**config.mk**
```make
export PLATFORM = sky130hd
export DESIGN_NAME = rgb_led_timing
export DESIGN_NICKNAME = d
export VERILOG_FILES = /design/src/hw/rgb_pkg.sv /design/src/hw/rgb_led_chan.sv /design/src/hw/rgb_led_timing.sv
export SDC_FILE = /design/constraint.sdc
export NUM_CORES = 1
export LEC_CHECK = 0
export BUFFER_PORTS_ARGS = -buffer_cell sky130_fd_sc_hd__buf_2
export CORE_UTILIZATION = 50
export CTS_BUF_LIST = sky130_fd_sc_hd__clkbuf_4 sky130_fd_sc_hd__clkbuf_8 sky130_fd_sc_hd__clkbuf_16
export DETAILED_ROUTE_END_ITERATION = 16
export PLACE_DENSITY_LB_ADDON = 0.12
export RECOVER_POWER = 50
export SLEW_MARGIN = 20
export SYNTH_ARGS = -nofsm -noshare
export SYNTH_HDL_FRONTEND = slang
export SYNTH_SLANG_ARGS = --single-unit
```
**constraint.sdc**
```tcl
create_clock -name core_clk -period 5.8 [get_ports core_clk]
set_clock_uncertainty 0.05 [all_clocks]
set_input_delay 1.45 -clock core_clk [delete_from_list [all_inputs] [get_ports core_clk]]
set_output_delay 1.45 -clock core_clk [all_outputs]
set_load 0.05 [all_outputs]
```
**src/hw/rgb_pkg.sv**
```systemverilog
package rgb_pkg;
  // Register indices; byte address is four times the index
  localparam int ADDR_W = 16;
  localparam logic [15:0] IDX_CTRL = 16'h3400;
  localparam logic [15:0] IDX_DIV = 16'h3402;
  localparam logic [15:0] IDX_RED = 16'h3404;
  localparam logic [15:0] IDX_GRN = 16'h3406;
  localparam logic [15:0] IDX_BLU = 16'h3408;
  localparam logic [15:0] IDX_SLOPE = 16'h340a;
  localparam logic [15:0] IDX_DUTY = 16'h340c;
  localparam logic [15:0] IDX_STAT = 16'h3414;
  localparam logic [ADDR_W-1:0] BA_CTRL = ADDR_W'(IDX_CTRL * 4);
  localparam logic [ADDR_W-1:0] BA_DIV = ADDR_W'(IDX_DIV * 4);
  localparam logic [ADDR_W-1:0] BA_RED = ADDR_W'(IDX_RED * 4);
  localparam logic [ADDR_W-1:0] BA_GRN = ADDR_W'(IDX_GRN * 4);
  localparam logic [ADDR_W-1:0] BA_BLU = ADDR_W'(IDX_BLU * 4);
  localparam logic [ADDR_W-1:0] BA_SLOPE = ADDR_W'(IDX_SLOPE * 4);
  localparam logic [ADDR_W-1:0] BA_DUTY = ADDR_W'(IDX_DUTY * 4);
  localparam logic [ADDR_W-1:0] BA_STAT = ADDR_W'(IDX_STAT * 4);
  // Field layout
  localparam int PT_W = 7;
  localparam int ON_LSB = 0;
  localparam int OFF_LSB = 8;
  localparam logic [15:0] ONOFF_MASK = 16'h7f7f;
  localparam logic [15:0] SLOPE_MASK = 16'h7fff;
  localparam logic [15:0] DUTY_MASK = 16'h0fff;
  localparam logic [15:0] DIV_MASK = 16'h000f;
  localparam logic [15:0] CTRL_MASK = 16'h0006;
  localparam int CTRL_EN_BIT = 1;
  localparam int CTRL_POL_BIT = 2;
  localparam int NIB_W = 4;
  localparam int M_LSB = 12;
  localparam int M_W = 3;
  localparam logic [15:0] REG_RST = 16'h0000;
  localparam logic [PT_W-1:0] PT_FULL = 7'h7f;
  localparam logic [PT_W-1:0] PT_ZERO = 7'h00;
  localparam int RAMP_W = 5;
  // Clock divider: selects above DIV_MAX stop the pulse clock
  localparam logic [3:0] DIV_MAX = 4'h8;
  localparam logic [3:0] DIV_ONE = 4'h0;
  // Bus answers
  localparam logic [1:0] RESP_OKAY = 2'h0;
  localparam logic [1:0] RESP_SLVERR = 2'h2;
  typedef enum logic [1:0] {BUS_IDLE, BUS_WRESP, BUS_RRESP} rgb_bus_t;
endpackage : rgb_pkg
```
**src/hw/rgb_led_chan.sv**
```systemverilog
`timescale 1ns/10ps
module rgb_led_chan (
  // Clock and control
  input wire logic core_clk,
  input wire logic nrst,
  input wire logic ce,
  input wire logic run,
  // Pulse timebase
  input wire logic tick,
  input wire logic [rgb_pkg::PT_W-1:0] pos,
  input wire logic [rgb_pkg::NIB_W-1:0] sub,
  // Settings
  input wire logic [rgb_pkg::PT_W-1:0] onPt,
  input wire logic [rgb_pkg::PT_W-1:0] offPt,
  input wire logic [rgb_pkg::NIB_W-1:0] slope,
  input wire logic [rgb_pkg::M_W-1:0] stepM,
  input wire logic [rgb_pkg::NIB_W-1:0] maxDuty,
  // Results
  output logic lit,
  output logic pwmOut
);
  import rgb_pkg::*;

  typedef struct packed {
    logic [RAMP_W-1:0] ramp;
    logic [M_W-1:0] stepCnt;
    logic lit;
    logic pwm;
  } rgb_chan_t;

  rgb_chan_t st_r;
  rgb_chan_t st_nxt;
  logic [PT_W:0] offEnd;
  logic [RAMP_W-1:0] target;
  logic [RAMP_W:0] rampSum;
  logic inWin;

  ////////////////////////////////////////////////////////////////////////////
  // Window and ramp arithmetic
  assign offEnd = {1'b0, offPt} + {{PT_W{1'b0}}, 1'b1}; // Off time is field plus one
  assign inWin = (pos >= onPt) && ({1'b0, pos} < offEnd);
  assign target = {1'b0, maxDuty} + {{(RAMP_W-1){1'b0}}, 1'b1};
  assign rampSum = {1'b0, st_r.ramp} + {{(RAMP_W-NIB_W+1){1'b0}}, slope};

  // Next state; the ramp rises by slope steps but falls to a lowered maximum, it is cleared when the colour stops
  always_comb begin
    st_nxt = st_r;
    if (!run) begin
      st_nxt = '0;
    end else begin
      if (tick) begin
        st_nxt.lit = inWin;
      end
      if (slope == '0) begin
        st_nxt.ramp = target; // Zero slope jumps to the maximum duty
        st_nxt.stepCnt = '0;
      end else if (tick && pos == PT_FULL) begin
        // Step once per M+1 whole pulse cycles
        if (st_r.stepCnt == stepM) begin
          st_nxt.stepCnt = '0;
          st_nxt.ramp = (rampSum > {1'b0, target}) ? target : rampSum[RAMP_W-1:0];
        end else begin
          st_nxt.stepCnt = st_r.stepCnt + {{(M_W-1){1'b0}}, 1'b1};
        end
      end
      // A lowered maximum pulls a running ramp down at once, so duty never exceeds it
      if (st_nxt.ramp > target) begin
        st_nxt.ramp = target;
      end
      st_nxt.pwm = st_nxt.lit && ({1'b0, sub} < st_nxt.ramp);
    end
  end

  // State register, frozen while ce is low
  always_ff @(posedge core_clk) begin
    if (!nrst) begin
      st_r <= '0;
    end else if (ce) begin
      st_r <= st_nxt;
    end
  end

  assign lit = st_r.lit;
  assign pwmOut = st_r.pwm;

  ////////////////////////////////////////////////////////////////////////////
  // Checks
  property p_turn_on;
    @(posedge core_clk) disable iff (!nrst)
      (ce && run && tick && pos == onPt && onPt < offPt) |=> lit;
  endproperty
  a_turn_on: assert property (p_turn_on) else $error("LED missed on point");

  property p_turn_off;
    @(posedge core_clk) disable iff (!nrst)
      (ce && run && tick && offPt != PT_FULL && {1'b0, pos} == offEnd) |=> !lit;
  endproperty
  a_turn_off: assert property (p_turn_off) else $error("LED missed off point");

  property p_full_on;
    @(posedge core_clk) disable iff (!nrst)
      (ce && run && tick && offPt == PT_FULL && pos >= onPt) |=> lit;
  endproperty
  a_full_on: assert property (p_full_on) else $error("Full-on LED went dark");

  property p_slope_zero;
    @(posedge core_clk) disable iff (!nrst)
      (ce && run && slope == '0) |=> (st_r.ramp == $past(target));
  endproperty
  a_slope_zero: assert property (p_slope_zero) else $error("Zero slope not at max");

  property p_ramp_cap;
    @(posedge core_clk) disable iff (!nrst)
      (ce && $stable(maxDuty)) |=> (st_r.ramp <= $past(target));
  endproperty
  a_ramp_cap: assert property (p_ramp_cap) else $error("Ramp above maximum duty");
endmodule : rgb_led_chan

```
**src/hw/rgb_led_timing.sv**
```systemverilog
// Decided for this implementation: the AXI4-Lite register port.
`timescale 1ns/10ps
module rgb_led_timing (
  // Clock, reset, enable
  input wire logic core_clk,
  input wire logic nrst,
  input wire logic ce,
  // AXI4-Lite write address
  input wire logic [rgb_pkg::ADDR_W-1:0] s_axi_awaddr,
  input wire logic s_axi_awvalid,
  output logic s_axi_awready,
  // AXI4-Lite write data
  input wire logic [31:0] s_axi_wdata,
  input wire logic [3:0] s_axi_wstrb,
  input wire logic s_axi_wvalid,
  output logic s_axi_wready,
  // AXI4-Lite write response
  output logic [1:0] s_axi_bresp,
  output logic s_axi_bvalid,
  input wire logic s_axi_bready,
  // AXI4-Lite read address
  input wire logic [rgb_pkg::ADDR_W-1:0] s_axi_araddr,
  input wire logic s_axi_arvalid,
  output logic s_axi_arready,
  // AXI4-Lite read data
  output logic [31:0] s_axi_rdata,
  output logic [1:0] s_axi_rresp,
  output logic s_axi_rvalid,
  input wire logic s_axi_rready,
  // LED pins, red green blue
  output logic [2:0] ledPin
);
  import rgb_pkg::*;

  typedef struct packed {
    rgb_bus_t phase;
    logic awGot;
    logic wGot;
    logic [ADDR_W-1:0] awAddr;
    logic [15:0] wData;
    logic [1:0] wStrb;
    logic [31:0] rData;
    logic [1:0] resp;
    logic [15:0] ctrl;
    logic [15:0] div;
    logic [2:0][15:0] onOff;
    logic [15:0] slope;
    logic [15:0] duty;
    logic [3:0] divCnt;
    logic tick;
    logic [PT_W-1:0] pos;
    logic [NIB_W-1:0] sub;
    logic [2:0] pins;
  } rgb_top_t;

  rgb_top_t st_r;
  rgb_top_t st_nxt;
  logic awHs;
  logic wHs;
  logic arHs;
  logic run;
  logic pol;
  logic [3:0] divLim;
  logic [2:0] chLit;
  logic [2:0] chPwm;

  ////////////////////////////////////////////////////////////////////////////
  // Bus handshakes; a read waits while any write is pending so one at a time
  assign awHs = s_axi_awvalid && s_axi_awready;
  assign wHs = s_axi_wvalid && s_axi_wready;
  assign arHs = s_axi_arvalid && s_axi_arready;
  assign s_axi_awready = ce && st_r.phase == BUS_IDLE && !st_r.awGot;
  assign s_axi_wready = ce && st_r.phase == BUS_IDLE && !st_r.wGot;
  assign s_axi_arready = ce && st_r.phase == BUS_IDLE && !st_r.awGot && !st_r.wGot
    && !s_axi_awvalid && !s_axi_wvalid;
  assign s_axi_bvalid = st_r.phase == BUS_WRESP;
  assign s_axi_rvalid = st_r.phase == BUS_RRESP;
  assign s_axi_bresp = st_r.resp;
  assign s_axi_rresp = st_r.resp;
  assign s_axi_rdata = st_r.rData;
  assign ledPin = st_r.pins;

  assign run = st_r.ctrl[CTRL_EN_BIT];
  assign pol = st_r.ctrl[CTRL_POL_BIT];
  // Divide ratio 1, then 2*sel; limit is ratio minus one
  assign divLim = (st_r.div[3:0] == DIV_ONE) ? DIV_ONE : 4'((st_r.div[3:0] << 1) - 4'h1);

  // Byte-lane merge of the low two lanes; upper lanes hold nothing
  function automatic logic [15:0] merge(input logic [15:0] old, input logic [15:0] dat,
                                        input logic [1:0] strb, input logic [15:0] mask);
    logic [15:0] v;
    v = old;
    if (strb[0]) v[7:0] = dat[7:0];
    if (strb[1]) v[15:8] = dat[15:8];
    merge = v & mask;
  endfunction : merge

  ////////////////////////////////////////////////////////////////////////////
  // Next state
  always_comb begin
    st_nxt = st_r;
    if (awHs) begin
      st_nxt.awGot = 1'b1;
      st_nxt.awAddr = s_axi_awaddr;
    end
    if (wHs) begin
      st_nxt.wGot = 1'b1;
      st_nxt.wData = s_axi_wdata[15:0];
      st_nxt.wStrb = s_axi_wstrb[1:0];
    end
    case (st_r.phase)
      BUS_IDLE: begin
        if (st_r.awGot && st_r.wGot) begin
          st_nxt.awGot = 1'b0;
          st_nxt.wGot = 1'b0;
          st_nxt.phase = BUS_WRESP;
          st_nxt.resp = RESP_OKAY;
          // Unused bits are dropped on write so they read back zero
          case (st_r.awAddr)
            BA_CTRL: st_nxt.ctrl = merge(st_r.ctrl, st_r.wData, st_r.wStrb, CTRL_MASK);
            BA_DIV: st_nxt.div = merge(st_r.div, st_r.wData, st_r.wStrb, DIV_MASK);
            BA_RED: st_nxt.onOff[0] = merge(st_r.onOff[0], st_r.wData, st_r.wStrb, ONOFF_MASK);
            BA_GRN: st_nxt.onOff[1] = merge(st_r.onOff[1], st_r.wData, st_r.wStrb, ONOFF_MASK);
            BA_BLU: st_nxt.onOff[2] = merge(st_r.onOff[2], st_r.wData, st_r.wStrb, ONOFF_MASK);
            BA_SLOPE: st_nxt.slope = merge(st_r.slope, st_r.wData, st_r.wStrb, SLOPE_MASK);
            BA_DUTY: st_nxt.duty = merge(st_r.duty, st_r.wData, st_r.wStrb, DUTY_MASK);
            BA_STAT: st_nxt.resp = RESP_OKAY; // Read-only, write ignored
            default: st_nxt.resp = RESP_SLVERR;
          endcase
        end else if (arHs) begin
          st_nxt.phase = BUS_RRESP;
          st_nxt.resp = RESP_OKAY;
          st_nxt.rData = '0;
          case (s_axi_araddr)
            BA_CTRL: st_nxt.rData[15:0] = st_r.ctrl;
            BA_DIV: st_nxt.rData[15:0] = st_r.div;
            BA_RED: st_nxt.rData[15:0] = st_r.onOff[0];
            BA_GRN: st_nxt.rData[15:0] = st_r.onOff[1];
            BA_BLU: st_nxt.rData[15:0] = st_r.onOff[2];
            BA_SLOPE: st_nxt.rData[15:0] = st_r.slope;
            BA_DUTY: st_nxt.rData[15:0] = st_r.duty;
            BA_STAT: st_nxt.rData[15:0] = {5'h00, chLit, 1'b0, st_r.pos};
            default: st_nxt.resp = RESP_SLVERR;
          endcase
        end
      end
      BUS_WRESP: begin
        if (s_axi_bready) st_nxt.phase = BUS_IDLE;
      end
      BUS_RRESP: begin
        if (s_axi_rready) st_nxt.phase = BUS_IDLE;
      end
      default: st_nxt.phase = BUS_IDLE;
    endcase

    // Pulse clock; a stopped divider also freezes the 128-step cycle
    st_nxt.tick = 1'b0;
    if (!run || st_r.div[3:0] > DIV_MAX) begin
      st_nxt.divCnt = '0;
    end else if (st_r.divCnt >= divLim) begin
      st_nxt.divCnt = '0;
      st_nxt.tick = 1'b1;
    end else begin
      st_nxt.divCnt = st_r.divCnt + 4'h1;
    end

    // Cycle position restarts at zero each 128 steps
    if (!run) begin
      st_nxt.pos = PT_ZERO;
      st_nxt.sub = '0;
    end else if (st_r.tick) begin
      st_nxt.pos = st_r.pos + 7'h01;
      st_nxt.sub = st_r.sub + 4'h1;
    end

    // Disabled pins hold high; polarity low inverts the driven level
    for (int i = 0; i < 3; i++) begin
      st_nxt.pins[i] = run ? (pol ? chPwm[i] : !chPwm[i]) : 1'b1;
    end
  end

  // State register, frozen while ce is low
  always_ff @(posedge core_clk) begin
    if (!nrst) begin
      st_r <= '0;
      st_r.pins <= 3'h7;
    end else if (ce) begin
      st_r <= st_nxt;
    end
  end

  ////////////////////////////////////////////////////////////////////////////
  // One timing channel per colour
  generate
    for (genvar c = 0; c < 3; c++) begin : g_chan
      rgb_led_chan u_chan (
        .core_clk(core_clk),
        .nrst(nrst),
        .ce(ce),
        .run(run),
        .tick(st_r.tick),
        .pos(st_r.pos),
        .sub(st_r.sub),
        .onPt(st_r.onOff[c][ON_LSB +: PT_W]),
        .offPt(st_r.onOff[c][OFF_LSB +: PT_W]),
        .slope(st_r.slope[c*NIB_W +: NIB_W]),
        .stepM(st_r.slope[M_LSB +: M_W]),
        .maxDuty(st_r.duty[c*NIB_W +: NIB_W]),
        .lit(chLit[c]),
        .pwmOut(chPwm[c])
      );
    end
  endgenerate

  ////////////////////////////////////////////////////////////////////////////
  // Checks
  property p_unused_zero;
    @(posedge core_clk) disable iff (!nrst)
      ((st_r.onOff[0] | st_r.onOff[1] | st_r.onOff[2]) & ~ONOFF_MASK) == '0;
  endproperty
  a_unused_zero: assert property (p_unused_zero) else $error("On/off unused bit set");

  property p_pos_wrap;
    @(posedge core_clk) disable iff (!nrst)
      (ce && run && st_r.tick && st_r.pos == PT_FULL) |=> (st_r.pos == PT_ZERO);
  endproperty
  a_pos_wrap: assert property (p_pos_wrap) else $error("Pulse cycle not 128 steps");
endmodule : rgb_led_timing

```
* Yosys cells after proc, flatten, opt, wreduce, memory -nomap -nowiden
Index checks and enable logic that the tools add are counted.
** Operators by class
- Add/sub/neg operators :: 16
- Order comparisons :: 17
- Eq/ne operators :: 29
- Mux-type cells :: 60
- Bitwise logic cells :: 1
- Reduce and logical (&&, ||, !) cells :: 55
** Operators with widths (count)
- $eq 16x16->1 const B :: 16
- $pmux 15 s8 :: 1
- $mux 8 :: 9
- $mux 5 :: 12
- $reduce_and 5->1 :: 12
- $mux 10 :: 3
- $add 7x1->8 const B :: 3
- $lt 7x8->1 :: 3
- $mux 11 :: 2
- $ge 7x7->1 :: 3
- $mux 2 :: 10
- $add 5x4->6 :: 3
- $gt 6x5->1 :: 3
- $logic_and 1x1->1 :: 17
- $logic_not 4->1 :: 4
- $mux 1 :: 16
- $reduce_or 8->1 :: 2
- $add 4x1->5 const B :: 3
- $gt 5x5->1 :: 3
- $lt 4x5->1 :: 3
- $mux 4 :: 3
- $reduce_and 2->1 :: 6
- $add 3x1->3 const B :: 3
- $eq 3x3->1 :: 3
- other kinds (21) :: 35
** Word-level totals
- Register bits after elaboration :: 178
- Input bits :: 76
- Output and inout port bits :: 44
- Word-level logic and storage cells :: 215

* Longest topological paths before layout
- Depth after elaboration :: 13
- Mapped depth :: 26
- Depth with buffers taken out :: 26

* Hierarchy
A second synthesis with hierarchy kept.
** Unflattened totals
- Cell total of the unflattened synthesis :: 1419
- Area total of the unflattened synthesis :: 12320.6 um^2
** By module, submodules not included
- rgb_led_timing :: instances 1, cells each 792, area an instance 7234.4 um^2, seq. area each 2942.8 um^2
- rgb_led_chan :: instances 3, cells each 209, area an instance 1695.4 um^2, seq. area each 200.2 um^2

* Least setup slack after synthesis
OpenSTA, ideal clock, no wires.
- Kind :: register to register
- Start :: register st_r[39] in the netlist's numbering
- End :: register g_chan[1].u_chan.st_r, in the netlist g_chan[1].u_chan.pwmOut
- Library setup time :: 0.061 ns
- Data arrival time :: 4.911 ns
- Required time :: 5.689 ns
- Slack :: 0.778 ns
- Cell stages (with the launch flop) :: 25
- Path buffers :: 1
- Clock period less this slack :: 5.022 ns
- Path through :: dfxtp_1 -> ha_1 -> inv_1 -> fa_1 -> inv_1 -> a21o_1 -> a21oi_1 -> xnor2_1 -> ha_1 -> o22ai_1 -> a21oi_1 -> or2_2 -> o31ai_1 -> a22oi_1 -> ha_1 -> and4_1 -> a21oi_1 -> o31a_1 -> clkbuf_1 -> mux2i_1 -> ha_1 -> a21o_1 -> a21o_1 -> a2111oi_0 -> a32o_1
** On the way
- Longest elaborated chain between the ends :: 13
- Elaborated cells between the ends (all ways) :: 14
- Classes of those cells :: add/sub (1); order compare (3); mux (8); reduce/logical (2)
** Ends and longest elaborated chain
- start: declaration :: line rgb_led_timing.sv:56 : rgb_top_t st_r;
- start signal: assignment :: line rgb_led_timing.sv:188 : st_r <= st_nxt;
- $add 5x4->6 :: line rgb_led_chan.sv:43 : assign rampSum = {1'b0, st_r.ramp} + {{(RAMP_W-NIB_W+1){1'b0}}, slope};
- $gt 6x5->1 :: line rgb_led_chan.sv:61 : st_nxt.ramp = (rampSum > {1'b0, target}) ? target : rampSum[RAMP_W-1:0];
- $mux 5 :: line rgb_led_chan.sv:61
- $mux 5 :: line rgb_led_chan.sv:59 : if (st_r.stepCnt == stepM) begin
- $mux 8 :: line rgb_led_chan.sv:57 : end else if (tick && pos == PT_FULL) begin
- $mux 8 (*) :: line rgb_led_chan.sv:54 : if (slope == '0) begin
- $mux 8 (*) :: line rgb_led_chan.sv:48 : if (!run) begin
- $gt 5x5->1 :: line rgb_led_chan.sv:67 : if (st_nxt.ramp > target) begin
- $mux 5 (*) :: line rgb_led_chan.sv:67
- $mux 5 (*) :: line rgb_led_chan.sv:48
- $lt 4x5->1 (*) :: line rgb_led_chan.sv:70 : st_nxt.pwm = st_nxt.lit && ({1'b0, sub} < st_nxt.ramp);
- $logic_and 1x1->1 (*) :: line rgb_led_chan.sv:70
- $mux 10 (*) :: line rgb_led_chan.sv:48
- end signal: assignment :: line rgb_led_chan.sv:79 : st_r <= st_nxt;
- end: declaration :: line rgb_led_chan.sv:31 : rgb_chan_t st_r;
Every way passes the cells marked *; elsewhere a longest branch is shown, timed or not. The select of a mux whose other input is x is not followed.
A chain may end at the register's enable or synchronous reset.

* Worst setup path in the final report
- Start :: register st_r[43] in the netlist's numbering
- End :: register g_chan[2].u_chan.st_r, in the netlist g_chan[2].u_chan.pwmOut
** On the way
- Longest elaborated chain between the ends :: 13
- Elaborated cells between the ends (all ways) :: 14
- Classes of those cells :: add/sub (1); order compare (3); mux (8); reduce/logical (2)
** Ends and longest elaborated chain (line)
- $add 5x4->6 :: rgb_led_chan.sv:43
- $gt 6x5->1 :: rgb_led_chan.sv:61
- $mux 5 :: rgb_led_chan.sv:61
- $mux 5 :: rgb_led_chan.sv:59
- $mux 8 :: rgb_led_chan.sv:57
- $mux 8 (*) :: rgb_led_chan.sv:54
- $mux 8 (*) :: rgb_led_chan.sv:48
- $gt 5x5->1 :: rgb_led_chan.sv:67
- $mux 5 (*) :: rgb_led_chan.sv:67
- $mux 5 (*) :: rgb_led_chan.sv:48
- $lt 4x5->1 (*) :: rgb_led_chan.sv:70
- $logic_and 1x1->1 (*) :: rgb_led_chan.sv:70
- $mux 10 (*) :: rgb_led_chan.sv:48
- end signal: assignment :: rgb_led_chan.sv:79
- end: declaration :: rgb_led_chan.sv:31
Marked as above.

==> flow_summary_export.csv <==
group,metric,value,unit
status,outcome,"finished, violations left",
status,violations,"max-capacitance violations, max-slew violations",
route,detail-route-antenna-nets,0,
flow_run,cap_violations,1,
logic_synthesis,avgSynthCellArea,8.320,µm²
clock_tree,postCtsHoldBufs,0,
timing,hold_viol,0,
logic_synthesis,netlist.area_leader.share,0.3003,
timing,min_period_over_period,0.9297,
logic_synthesis,ys_types,72,
logic_synthesis,ys.flop_type,"dfxtp_1",
route,vias,10244,
clock_tree,clk_pin_slew,0.09,ns
finish,fillCellCount,2164,
place,place_congestion,0.9021,
pwr,peakVddDrop,0.1669,mV
timing,min_period,5.392,ns
route,via_per_inst,5.752,
global_route,gr-total-overflow,0,
clock_tree,numClockSinks,177,
finish,drive_gt1_frac,0.09673,
hold_path,min_path_type,"flip-flop to flip-flop",
global_route,grt_max_degree,85,
route,dr_wl_met2,15090,µm
timing,worst_pin_slew,2.870,ns
route,top_layer,"met4",
worst_setup_path,startpoint_type,"flip-flop",
global_route,track_usage,0.2732,
route,met3RoutedLength,1560,µm
logic_synthesis,syn_area,11800,µm²
logic_synthesis,ys_warn_count,0,
global_route,antenna_found_initial,0,
die,dieWidth,155.6,µm
die,dieArea,24210,µm²
finish,finalNonFillerCells,1781,
clock_tree,cts_resized,0,
worst_setup_path,critPathRequiredTime,6.11,ns
logic_synthesis,synth_edf_count,0,
logic_synthesis,ys_seq_area_frac,0.3003,
clock_tree,cts.path.max_buffers,2,
logic_synthesis,ys_ff_latch,177,
place,dp_hpwl,24030,µm
die,start_util,0.5148,
clock_tree,tritoncts,"done",
timing,setup_viol,0,
place,dpl.cell_count,1749,
finish,nets,1640,
route,drc,0,
worst_setup_path,crit_fanout,7,
route,drt_iter0_markers,687,
clock_tree,clk_latency,0.45,ns
logic_synthesis,syn_inst,1418,
route,drt_pass1_iterations,5,
die,fp.dieH,155.6,µm
worst_setup_path,arrival,5.70,ns
place,io_buffers,81,
timing,slew_violations,85,
finish,utilization,0.5616,
timing,max_freq,185.5,MHz
clock_tree,cts_setup_buffers,0,
clock_tree,htree_levels,4,
timing,rsz0062_at_grt,"false",
logic_synthesis,synthTopCellsByArea,"dfxtp_1 30%, ha_1 11%, mux2i_1 6.1%",
clock_tree,ctsRootBufferMaster,"clkbuf_16",
global_route,grt_pass1_wl,51400,µm
route,wirelength,32210,µm
die,num_io_pins,120,
timing,max-slew-margin-rel,-0.9132,
pwr,total_leakage_power,4.696,nW
route,avgRoutedWirePerCell,18.08,µm
finish,layout_common_cells,"188 x nand2_1, 177 x dfxtp_1, 106 x ha_1",
worst_setup_path,cp-end-kind,"flip-flop",
logic_synthesis,async_reset_ff_frac,0,
die,rows,55,
die,core,22920,µm²
pwr,power.density,210.1,nW/µm²
finish,insertedDiodeCount,0,
global_route,grt_pass1_vias,9515,
finish,synthToLayoutAreaGrowth,9.089,%
logic_synthesis,yosysTopAreaCell,"dfxtp_1",
worst_setup_path,rrSetupSlack,0.41,ns
route,wl_met1,14780,µm
finish,final_common_cell,"nand2_1",
clock_tree,cts_buffers,17,
timing,setup_tns,0,ns
worst_setup_path,criticalPathCategory,"flip-flop to flip-flop",
==> logic make-up after synthesis <==
group	synth area share
other	0.0003179
xor gates and xnor gates	0.03341
buffers and inverters	0.06236
DFF	0.3004
muxes	0.06777
adders and majority gates	0.1175
and+or+nand+nor	0.2292
AOI/OAI and AO/OA	0.1891
==> per-stage QoR <==
step	setup WS, ns	power, mW	area (µm²)	hold slack, ns
6_report	0.4080	2.704	12870	0.4243
2_1_floorplan	0.7781	1.406	11870	0.3887
4_1_cts	0.3553	2.722	12930	0.4247
3_3_place_gp	0.4459	1.443	12270	0.4012
3_5_place_dp	0.4101	1.444	12270	0.4101
5_1_grt	0.01476	2.799	12870	0.4494
==> worst max-delay path, cell delays in order (launching register included) <==
cell      delay (ns)
dfxtp_1         0.42
ha_1            0.23
inv_1           0.07
fa_1            0.39
nand2b_1        0.16
a21oi_1         0.19
xnor2_1         0.19
inv_1           0.08
ha_1            0.21
or2_2           0.29
o221ai_1        0.39
a211oi_1        0.14
or3_1           0.45
ha_1            0.31
nand3_1         0.09
o22ai_1         0.07
a21oi_1         0.43
nand2_1         0.10
o21ai_1         0.16
ha_1            0.29
a21oi_1         0.16
nor2b_1         0.06
o21ai_0         0.14
o31ai_1         0.09
a22oi_1         0.16
==> cell type report <==
| type | count | area (µm²) | share of cell area |
|---|---|---|---|
| Multi-Input combinational cell | 1103 | 7557 | 0.5872 |
| Sequential cell | 177 | 3543 | 0.2753 |
| Timing Repair Buffer | 98 | 500.5 | 0.03889 |
| Clock buffer | 17 | 425.4 | 0.03305 |
| Tap cell | 313 | 391.6 | 0.03043 |
| Clock inverter | 15 | 234.0 | 0.01818 |
| Inverter | 58 | 217.7 | 0.01692 |
==> metal layers <==
metal	track usage	vias to the layer above
met5	0	-
met3	0.03583	55
met2	0.4574	299
met1	0.3628	4819
met4	0.08917	0
li1	-	5071
==> synth_stat cells (all sizes together), types with 13 or more instances <==
master / count
buf: 43
a211oi: 20
nand3: 41
inv: 57
nor2: 86
xor2: 17
a21boi: 58
ha: 106
nand4: 16
xnor2: 28
a31oi: 14
nand2b: 17
and2: 13
o21ai: 88
nor2b: 85
clkbuf: 55
mux2i: 72
nand2: 188
dfxtp: 177
nor4: 13
a22oi: 23
a21oi: 40
==> where the power goes <==
group	internal, mW	leakage (nW)	switching, mW
clock network	0.627	0.318	0.662
registers	1.23	1.43	0.0213
logic	0.0499	2.95	0.114
==> registers in the layout, summed over array words and instances, names as in the netlist <==
register,count
g_chan.u_chan.st_r,24
g_chan.u_chan.pwmOut,3
s_axi_bresp,1
st_r,126
g_chan.u_chan.lit,3
run,1
ledPin,3
pol,1
s_axi_rdata,15
==> worst paths after layout <==
check / startpoint / cells past startpoint / endpoint
hold / removal: st_r[184] / 2 / st_r[184]
setup / recovery: st_r[43] / 24 / g_chan[2].u_chan.pwmOut
hold reg to reg: st_r[184] / 2 / st_r[184]
setup reg to reg: st_r[43] / 24 / g_chan[2].u_chan.pwmOut
Power figures use the tool's default switching activity.
